$ cat src/design/rcab_pkg.sv
// Shared constants and carrier types for the registered command/address buffer
package rcab_pkg;

	// ************************************************************
	// Widths of the command/address path
	// ************************************************************
	localparam int DATA_W = 30;            // Pins on the command/address input bus
	localparam int FAN_W = 26;             // Low part that always fans out one-to-two
	localparam int OUT_W = 28;             // Width of each output side
	localparam int SPLIT_W = 4;            // One-to-one part in split mode
	localparam int SPLIT_HALF = 2;         // One-to-one bits landing on each side
	localparam int CS_W = 4;               // Rank selects, active low
	localparam int CTL_W = 2;              // Clock-enable and termination pins
	localparam int FIFO_DEPTH = 8;         // Words held between capture and re-drive

	// ************************************************************
	// Control word access
	// ************************************************************
	localparam int CW_COUNT = 16;          // Internal control words
	localparam int CW_IDX_W = 4;           // Index width
	localparam int CW_VAL_W = 4;           // Value width
	localparam int CW_IDX_LSB = 0;         // Index field position in the data word
	localparam int CW_VAL_LSB = 4;         // Value field position in the data word
	localparam logic [CW_IDX_W-1:0] CW_OUT_DIS = 4'h0;   // Output disable word
	localparam int OD_SIDE_B = 0;          // Disable side B data outputs
	localparam int OD_RANK1_CTL = 1;       // Disable clock-enable/termination 1
	localparam logic [CW_VAL_W-1:0] CW_RESET = 4'h0;     // Control word reset value

	// ************************************************************
	// Reset levels, select patterns and termination codes
	// ************************************************************
	localparam logic [CS_W-1:0] CS_IDLE = 4'hf;          // No rank selected
	localparam logic [CS_W-1:0] DUAL_CS_ALL = 4'hc;      // Both dual selects low
	localparam logic [CS_W-1:0] QUAD_CS_ALL = 4'h0;      // All quad selects low
	localparam logic [OUT_W-1:0] DATA_RESET = 28'h0000000;
	localparam logic [CTL_W-1:0] CTL_RESET = 2'h0;
	localparam logic [1:0] TERM_OFF = 2'h0;
	localparam logic [1:0] TERM_ALL = 2'h3;
	localparam logic [1:0] TERM_FRONT = 2'h1;            // Normal pinout group
	localparam logic [1:0] TERM_FLIP = 2'h2;             // Mirrored pinout group

	// ************************************************************
	// Carrier types
	// ************************************************************
	// One captured command/address word with its selects
	typedef struct packed {
		logic [CS_W-1:0] cs;
		logic [DATA_W-1:0] data;
	} rcab_word_s;

	localparam int WORD_W = $bits(rcab_word_s);

endpackage

$ cat src/design/rcab_buffer.sv
// Registered command/address buffer with parity check and rank selects
// Functional notes
// - Strap high: two selects in, two copies out
// - Strap low: four selects in, four out
// - Capture everything on the rising clock edge
// - Word re-driven or written to control words
// - Parity summed, compared with bit next cycle
// - Mismatch pulls open-drain error output low
// - Clock-enable, termination, selects excluded from parity
// - Parity checked only on selected words
// - No word leaving the buffer: data outputs hold still
// - 28-bit fan-out or 26+4 split mode
// - Reset disables receivers, sets every register to its reset value
// - Reset forces outputs to fixed levels
// - Back-side mode keeps all termination on
// - Unused outputs can be disabled
`timescale 1ns/1ps
`default_nettype none

module rcab_buffer (
	input wire logic clock,
	input wire logic rst_b,
	input wire logic quad_select_strap_n,
	input wire logic split_mode_strap,
	input wire logic backside_strap,
	input wire logic pinout_flip,
	input wire logic cmd_valid,
	output var logic cmd_ready,
	input wire logic [rcab_pkg::DATA_W-1:0] cmd_addr_in,
	input wire logic [rcab_pkg::CS_W-1:0] rank_select_in,
	input wire logic [rcab_pkg::CTL_W-1:0] clk_enable_in,
	input wire logic [rcab_pkg::CTL_W-1:0] die_term_in,
	input wire logic parity_in,
	input wire logic out_ready,
	output var logic out_valid,
	output var logic [rcab_pkg::OUT_W-1:0] side_a_data,
	output var logic [rcab_pkg::OUT_W-1:0] side_b_data,
	output var logic [rcab_pkg::CS_W-1:0] rank_select_out,
	output var logic [rcab_pkg::CTL_W-1:0] clk_enable_out,
	output var logic [rcab_pkg::CTL_W-1:0] die_term_out,
	output var logic parity_error_n,
	output var logic parity_error_oe_n,
	output var logic receiver_enable,
	output var logic [1:0] input_termination,
	output var logic quad_mode
);

	// ************************************************************
	// Strap synchronisers
	// ************************************************************
	// Straps are board levels, not clocked by the host
	logic [3:0] strap_meta;                // First stage, read only by second
	logic [3:0] strap_sync;                // Second stage, safe to use
	logic quad_sel;                        // Four-select mode
	logic split_sel;                       // 26+4 fan-out mode
	logic backside_sel;                    // Back-side mount mode
	logic flip_sel;                        // Mirrored pinout

	// Two-flop synchroniser for all four strap pins
	always_ff @(posedge clock or negedge rst_b)
	begin
		if (!rst_b)
		begin
			strap_meta <= 4'hf;
			strap_sync <= 4'hf;
		end
		else
		begin
			strap_meta <= {pinout_flip, backside_strap, split_mode_strap,
				quad_select_strap_n};
			strap_sync <= strap_meta;
		end
	end

	// Strap low selects quad mode; open reads high via board pull-up
	assign quad_sel = !strap_sync[0];
	assign split_sel = strap_sync[1];
	// Back-side mount only exists with two selects
	assign backside_sel = strap_sync[2] && !quad_sel;
	assign flip_sel = strap_sync[3];

	// ************************************************************
	// Receiver enable and input termination
	// ************************************************************
	// Receivers stay off through reset and come up on the first edge after
	always_ff @(posedge clock or negedge rst_b)
	begin
		if (!rst_b)
		begin
			receiver_enable <= 1'b0;
			input_termination <= rcab_pkg::TERM_OFF;
			quad_mode <= 1'b0;
		end
		else
		begin
			receiver_enable <= 1'b1;
			quad_mode <= quad_sel;
			if (backside_sel)
				input_termination <= rcab_pkg::TERM_ALL;
			else if (flip_sel)
				input_termination <= rcab_pkg::TERM_FLIP;
			else
				input_termination <= rcab_pkg::TERM_FRONT;
		end
	end

	// ************************************************************
	// Input decode
	// ************************************************************
	logic [rcab_pkg::CS_W-1:0] cs_eff;     // Selects honoured in this mode
	logic any_sel;                         // Some rank selected
	logic cw_access;                       // Word addresses control words
	logic take;                            // Selected word offered this edge, stalled or not
	logic push;                            // Word goes to the output path
	logic cw_write;                        // Word goes to control words
	logic word_parity;                     // Even sum of address/command bits

	// dual mode ignores selects 2 and 3
	assign cs_eff = quad_sel ? rank_select_in
		: {2'b11, rank_select_in[1:0]};
	assign any_sel = (cs_eff != rcab_pkg::CS_IDLE);
	// All honoured selects low together marks a control word access
	assign cw_access = quad_sel ? (cs_eff == rcab_pkg::QUAD_CS_ALL)
		: (cs_eff == rcab_pkg::DUAL_CS_ALL);
	// Nothing is taken while the receivers are still off
	assign take = receiver_enable && cmd_valid && any_sel;
	assign cw_write = take && cw_access;
	// Back-pressure: the host must hold a word while cmd_ready is low
	assign push = take && !cw_access && cmd_ready;
	// sum covers the command/address bus only
	assign word_parity = ^cmd_addr_in;

	// ************************************************************
	// Control words
	// ************************************************************
	logic [rcab_pkg::CW_VAL_W-1:0] cw [rcab_pkg::CW_COUNT];   // Control word store
	logic [rcab_pkg::CW_IDX_W-1:0] cw_idx;                   // Addressed word
	logic [rcab_pkg::CW_VAL_W-1:0] cw_val;                   // Value to store
	logic [rcab_pkg::CW_VAL_W-1:0] out_dis;                  // Output disable word

	assign cw_idx = cmd_addr_in[rcab_pkg::CW_IDX_LSB +: rcab_pkg::CW_IDX_W];
	assign cw_val = cmd_addr_in[rcab_pkg::CW_VAL_LSB +: rcab_pkg::CW_VAL_W];
	assign out_dis = cw[rcab_pkg::CW_OUT_DIS];

	// One register per control word, written by index
	genvar gi;
	generate
		for (gi = 0; gi < rcab_pkg::CW_COUNT; gi++)
		begin : g_cw
			always_ff @(posedge clock or negedge rst_b)
			begin
				if (!rst_b)
					cw[gi] <= rcab_pkg::CW_RESET;
				else if (cw_write && (cw_idx == rcab_pkg::CW_IDX_W'(gi)))
					cw[gi] <= cw_val;
			end
		end
	endgenerate

	// ************************************************************
	// Parity check
	// ************************************************************
	logic par_pending;                     // A checked word awaits its bit
	logic par_sum;                         // Sum of that word

	// Remember the sum of each selected word for the next cycle
	always_ff @(posedge clock or negedge rst_b)
	begin
		if (!rst_b)
		begin
			par_pending <= 1'b0;
			par_sum <= 1'b0;
		end
		else
		begin
			// only selected words checked
			// A stalled word is not pushed yet, so it is not checked yet
			par_pending <= push || cw_write;
			par_sum <= word_parity;
		end
	end

	// Compare with the bit that arrives one cycle later
	always_ff @(posedge clock or negedge rst_b)
	begin
		if (!rst_b)
		begin
			parity_error_n <= 1'b1;
			parity_error_oe_n <= 1'b1;
		end
		else if (par_pending)
		begin
			parity_error_n <= (par_sum == parity_in);
			parity_error_oe_n <= (par_sum == parity_in);
		end
	end

	// ************************************************************
	// Word buffer between capture and re-drive
	// ************************************************************
	rcab_pkg::rcab_word_s in_word;         // Captured word and selects
	rcab_pkg::rcab_word_s head;            // Oldest buffered word
	logic head_valid;
	logic head_take;

	assign in_word.cs = cs_eff;
	assign in_word.data = cmd_addr_in;

	// Eight words absorb downstream stalls; full reaches the host
	rcab_fifo #(
		.WIDTH(rcab_pkg::WORD_W),
		.DEPTH(rcab_pkg::FIFO_DEPTH)
	) u_fifo (
		.clock(clock),
		.rst_b(rst_b),
		.in_valid(push),
		.in_ready(cmd_ready),
		.in_data(in_word),
		.out_valid(head_valid),
		.out_ready(out_ready),
		.out_data(head)
	);

	assign head_take = head_valid && out_ready;

	// ************************************************************
	// Re-drive stage
	// ************************************************************
	logic [rcab_pkg::OUT_W-1:0] next_a;    // Side A image of the head word
	logic [rcab_pkg::OUT_W-1:0] next_b;    // Side B image of the head word

	// Fan-out map for the head word
	always_comb
	begin
		next_a = head.data[rcab_pkg::OUT_W-1:0];
		next_b = head.data[rcab_pkg::OUT_W-1:0];
		if (split_sel)
		begin
			next_a[rcab_pkg::OUT_W-1:rcab_pkg::FAN_W] =
				head.data[rcab_pkg::FAN_W +: rcab_pkg::SPLIT_HALF];
			next_b[rcab_pkg::OUT_W-1:rcab_pkg::FAN_W] =
				head.data[rcab_pkg::FAN_W + rcab_pkg::SPLIT_HALF +: rcab_pkg::SPLIT_HALF];
		end
	end

	// Data outputs load only when a selected word leaves the buffer
	always_ff @(posedge clock or negedge rst_b)
	begin
		if (!rst_b)
		begin
			side_a_data <= rcab_pkg::DATA_RESET;
			side_b_data <= rcab_pkg::DATA_RESET;
		end
		else if (head_take)
		begin
			side_a_data <= next_a;
			if (!out_dis[rcab_pkg::OD_SIDE_B])
				side_b_data <= next_b;
		end
	end

	// Selects and valid mark the one cycle a word is re-driven
	always_ff @(posedge clock or negedge rst_b)
	begin
		if (!rst_b)
		begin
			rank_select_out <= rcab_pkg::CS_IDLE;
			out_valid <= 1'b0;
		end
		else
		begin
			out_valid <= head_take;
			if (!head_take)
				rank_select_out <= rcab_pkg::CS_IDLE;
			else if (quad_sel)
				rank_select_out <= head.cs;
			else
				rank_select_out <= {head.cs[1:0], head.cs[1:0]};
		end
	end

	// ************************************************************
	// Clock-enable and termination pass-through
	// ************************************************************
	// These bypass the buffer: they must track the host cycle by cycle
	always_ff @(posedge clock or negedge rst_b)
	begin
		if (!rst_b)
		begin
			clk_enable_out <= rcab_pkg::CTL_RESET;
			die_term_out <= rcab_pkg::CTL_RESET;
		end
		else if (receiver_enable)
		begin
			clk_enable_out[0] <= clk_enable_in[0];
			die_term_out[0] <= die_term_in[0];
			if (out_dis[rcab_pkg::OD_RANK1_CTL])
			begin
				clk_enable_out[1] <= 1'b0;
				die_term_out[1] <= 1'b0;
			end
			else
			begin
				clk_enable_out[1] <= clk_enable_in[1];
				die_term_out[1] <= die_term_in[1];
			end
		end
	end

endmodule

`default_nettype wire

$ cat src/design/rcab_fifo.sv
// Parameterised flip-flop FIFO with valid/ready on both sides
`timescale 1ns/1ps
`default_nettype none

module rcab_fifo #(
	parameter int WIDTH = 34,
	parameter int DEPTH = 8
) (
	input wire logic clock,
	input wire logic rst_b,
	input wire logic in_valid,
	output var logic in_ready,
	input wire logic [WIDTH-1:0] in_data,
	output var logic out_valid,
	input wire logic out_ready,
	output logic [WIDTH-1:0] out_data
);

	localparam int PTR_W = $clog2(DEPTH);
	localparam logic [PTR_W:0] FULL_COUNT = (PTR_W+1)'(DEPTH);
	localparam logic [PTR_W-1:0] LAST_PTR = PTR_W'(DEPTH - 1);

	logic [WIDTH-1:0] mem [DEPTH];         // Storage, one flop row per entry
	logic [PTR_W-1:0] wr_ptr;              // Next entry to fill
	logic [PTR_W-1:0] rd_ptr;              // Oldest entry
	logic [PTR_W:0] count;                 // Entries held
	logic [PTR_W:0] next_count;
	logic push;
	logic pop;

	// Handshakes; flags are registered so they are honest
	assign push = in_valid && in_ready;
	assign pop = out_valid && out_ready;
	assign out_data = mem[rd_ptr];

	// Occupancy after this edge
	always_comb
	begin
		next_count = count;
		if (push && !pop)
			next_count = count + (PTR_W+1)'(1);
		else if (pop && !push)
			next_count = count - (PTR_W+1)'(1);
	end

	// Pointers, count and flags
	always_ff @(posedge clock or negedge rst_b)
	begin
		if (!rst_b)
		begin
			wr_ptr <= '0;
			rd_ptr <= '0;
			count <= '0;
			in_ready <= 1'b0;
			out_valid <= 1'b0;
		end
		else
		begin
			if (push)
				wr_ptr <= (wr_ptr == LAST_PTR) ? '0 : wr_ptr + PTR_W'(1);
			if (pop)
				rd_ptr <= (rd_ptr == LAST_PTR) ? '0 : rd_ptr + PTR_W'(1);
			count <= next_count;
			in_ready <= (next_count != FULL_COUNT);
			out_valid <= (next_count != '0);
		end
	end

	// Entry storage, written only on a push
	always_ff @(posedge clock or negedge rst_b)
	begin
		if (!rst_b)
		begin
			for (int i = 0; i < DEPTH; i++)
				mem[i] <= '0;
		end
		else if (push)
		begin
			mem[wr_ptr] <= in_data;
		end
	end

endmodule

`default_nettype wire

$ cat config.mk
export PLATFORM = sky130hd
export DESIGN_NAME = rcab_buffer
export DESIGN_NICKNAME = d
export VERILOG_FILES = /design/src/design/rcab_pkg.sv /design/src/design/rcab_buffer.sv /design/src/design/rcab_fifo.sv
export SDC_FILE = /design/constraint.sdc
export NUM_CORES = 1
export LEC_CHECK = 0
export BUFFER_PORTS_ARGS = -buffer_cell sky130_fd_sc_hd__buf_2
export CAP_MARGIN = 20
export CORE_MARGIN = 2
export CORE_UTILIZATION = 35
export CTS_BUF_LIST = sky130_fd_sc_hd__clkbuf_8
export CTS_CLUSTER_SIZE = 40
export DETAILED_ROUTE_END_ITERATION = 10
export PLACE_DENSITY = 0.48
export SLEW_MARGIN = 40
export SYNTH_ARGS = -nofsm -noshare
export SYNTH_HDL_FRONTEND = slang
export SYNTH_SLANG_ARGS = --single-unit
$ cat constraint.sdc
create_clock -name clock -period 2.55 [get_ports clock]
set_input_delay 0.6375 -clock clock [delete_from_list [all_inputs] [get_ports clock]]
set_output_delay 0.6375 -clock clock [all_outputs]
set_load 0.01 [all_outputs]
==> flow_summary_export.csv <==
group,metric,value,unit
grt,antenna_found_initial,1,
power,seqPwrFrac,0.415,
outcome,violations,"DRC",
cts,cts_root_buf,"clkbuf_8",
route,wl_met2,18500,um
synthesis,yosys.area.top_type_share,0.533,
critical_path,critical_path_peak_fanout,16,
min_path,hold_path_class,"primary input to flop",
synthesis,syn_area_per_cell,15.2,um^2
cells_and_area,fin_util,0.424,
critical_path,cp.arrival,2.62,ns
grt,grt_overflow,0,
cells_and_area,nNetsFinal,1314,
synthesis,synth_cell_types,53,
die,start_util,0.355,
route,routed-wl-met3,1450,um
critical_path,cp_slowest_cell,"dfrtp_4",
placement,place_area,18300,um^2
timing,setup_tns,0,ns
cells_and_area,area_growth_syn_to_layout,19.5,%
synthesis,synthTopCellsByArea,"dfrtp_1 (53%), mux2_2 (12%), mux4_2 (9.2%), mux2_4 (8.2%), dfstp_2 (2.1%)",
timing,fmax,467,MHz
cells_and_area,final_area,19800,um^2
synthesis,yosysSeqAreaShare,0.554,
cells_and_area,drive_gt1_frac,0.512,
grt,grt_pass1_vias,10300,
synthesis,yosysWarnings,0,
cells_and_area,diodes,0,
route,routed_wl,39400,um
power,p_leak,0.00936,uW
timing,worst_slew_pin_slew,0.754,ns
synthesis,synth_edf_count,0,
cts,clkTransAtPathRegs,0.06,ns
power,power.total,23000,uW
die,fp.coreArea,46700,um^2
critical_path,crit_family,"multiplexers",
synthesis,async_flop_share,1.00,
grt,grt_first_pass_wirelength,63600,um
power,p_per_area,1160,nW/um^2
cts,h-tree-depth,3,
critical_path,path_cells,"buf_12 > mux4_2 > mux2i_1 > o21ai_0",
timing,final_hold_viol_count,0,
cts,clock-sinks,366,
grt,grt_usage,0.168,
grt,grt_max_degree,66,
critical_path,crit_path_start_kind,"flop",
critical_path,path_class,"flop to flop",
cts,clockBufferDepth,3,
die,die_w,222,um
power,max-vdd-ir-drop,0.515,mV
cells_and_area,layout_commonest_cell,"dfrtp_1",
route,drtIter0Drc,356,
power,p_sw_frac,0.308,
route,ant_nets,0,
die,dieArea,49100,um^2
route,wirelength_met1,18700,um
synthesis,ys_seq_elements,366,
timing,final.min_clock_period,2.14,ns
job,maxCapViolCount,0,
timing,rsz0062_at_grt,"false",
route,first_pass_iters,9,
cts,cts_tree,"built",
power,internal_power,15900,uW
synthesis,synth_cells,1088,
timing,skew,0.0252,ns
synthesis,ys.flop_type,"dfrtp_1",
critical_path,crit_path_end_kind,"flop",
synthesis,netlist_area,16600,um^2
timing,whs,0.124,ns
synthesis,syn_nets,1143,
route,avgViaCountPerCell,4.92,
die,ios,119,
die,rows,79,
timing,relSlewSlack,0.497,
power,pwr-share-comb,0.331,
outcome,status,"finished with violations",
timing,min_period_over_period,0.840,
critical_path,crit_buf_inv,1,
route,maxUsedRoutingLayer,"met5",
cts,cts_resized,0,
power,pwr-share-clk,0.254,
cts,cts_made_buffers,67,
critical_path,cp_slowest_stage_delay,0.65,ns
die,die_y,222,um
cells_and_area,most-common-layout-cells,"dfrtp_1 (350), mux2_2 (183), buf_2 (117)",
route,vias,9428,
power,switching_power,7080,uW
cts,clock_latency,0.63,ns
route,wire_per_inst,20.6,um
cells_and_area,fill_cells,4340,
placement,gp_congestion,0.733,
critical_path,required,3.03,ns
synthesis,netlist.top_cell.by_area,"dfrtp_1",
timing,timing.final.max_slew_violations,0,
timing,finalSetupViolations,0,
placement,dp_hpwl,25600,um
placement,placement.io_buffers,118,
route,drc_errors,8,
[power by group through the flow]
stage / clock network, uW / registers, uW / logic, uW
after global routing: 6360 / 9880 / 8330
after CTS: 6090 / 9580 / 7790
after global placement: 0 / 9610 / 7660
final: 5850 / 9550 / 7620
after detailed placement: 0 / 9650 / 7780
after floorplan: 0 / 9250 / 5580
[worst reg2reg max path, delay by kind of cell (launching register included)]
family / cells / cell delay, ns
buf+inv: 1 / 0.26
compound gates: 1 / 0.15
flops: 1 / 0.65
mux: 2 / 0.97
[worst paths after layout]
check | from | end | slack [ns] | depth (start not counted)
max reg2reg | u_fifo.rd_ptr[0]$_DFFE_PN0P_ | side_a_data[22]$_DFFE_PN0P_ | 0.41 | 4
min reg2reg | strap_meta[2]$_DFF_PN1_ | strap_sync[2]$_DFF_PN1_ | 0.36 | 0
max in group asynchronous | rst_b | u_fifo.mem[236]$_DFFE_PN0P_ | 1.21 | 3
max | u_fifo.rd_ptr[0]$_DFFE_PN0P_ | side_a_data[22]$_DFFE_PN0P_ | 0.41 | 4
min in group asynchronous | rst_b | receiver_enable$_DFF_PN0_ | 0.62 | 2
min | split_mode_strap | strap_meta[1]$_DFF_PN1_ | 0.12 | 1
[per-stage QoR]
stage	instances	setup slack (ns)
2_1_floorplan	1088	0.201
3_3_place_gp	1796	-0.0108
3_5_place_dp	1796	-0.0464
4_1_cts	1915	0.377
5_1_grt	1915	0.275
6_report	1915	0.408
[sequential cells by signal (all words and copies together) (netlist names), 3 cells and up]
name             flops
strap_meta           4
rank_select_out      4
u_fifo.wr_ptr        3
strap_sync           4
side_a_data         28
u_fifo.rd_ptr        3
u_fifo.mem         272
side_b_data         28
u_fifo.count         4
[cells in the mapped netlist, drive strengths merged, types with 2 or more instances]
library cell	instances
a21o	3
buf	49
clkbuf	45
dfrtp	353
dfstp	13
ha	8
inv	10
mux2	281
mux2i	34
mux4	68
nand2	83
nand2b	2
nand3	3
nand4	2
nand4b	2
nor2	6
nor3	6
nor4	2
nor4b	2
o2111ai	3
o211ai	3
o21ai	59
o221ai	2
or2	3
or3	2
xnor2	27
xor2	3
[what timing repair did]
| action | 4_1_cts | 5_1_grt |
|---|---|---|
| endpoints found under the setup margin | 0 | 0 |
| setup buffers | 0 | 0 |
| hold buffers | 1 | 0 |
| endpoints found under the hold margin | 7 | 0 |
[layer usage]
layer | global-route usage | vias up
met5 | 0 | -
met4 | 0.0517 | 2
met3 | 0.0343 | 55
met2 | 0.264 | 171
met1 | 0.233 | 4939
li1 | - | 4261
[area by class of cell]
type | instances | area [um^2] | area share
well taps | 607 | 759 | 0.0384
clock buffers | 90 | 1240 | 0.0626
multi-input cells | 618 | 6850 | 0.346
clock inverters | 28 | 183 | 0.00924
inverters | 10 | 37.5 | 0.00190
repair buffers | 196 | 1530 | 0.0772
flip-flops and latches | 366 | 9180 | 0.464
[logic make-up (layout without fill, tap and decap cells)]
group / Yosys count / count (layout) / synth area share
multiplexers: 383 / 383 / 0.325
AND/OR/NAND/NOR: 119 / 119 / 0.0403
AO/OA/AOI/OAI: 77 / 77 / 0.0262
adder cells (fa/ha/maj): 8 / 8 / 0.00605
other: 1 / 1 / 0.000226
XOR/XNOR: 30 / 30 / 0.0159
flip-flops: 366 / 366 / 0.554
buffers and inverters: 104 / 324 / 0.0327
No activity file was read; power rests on OpenSTA's default activity.
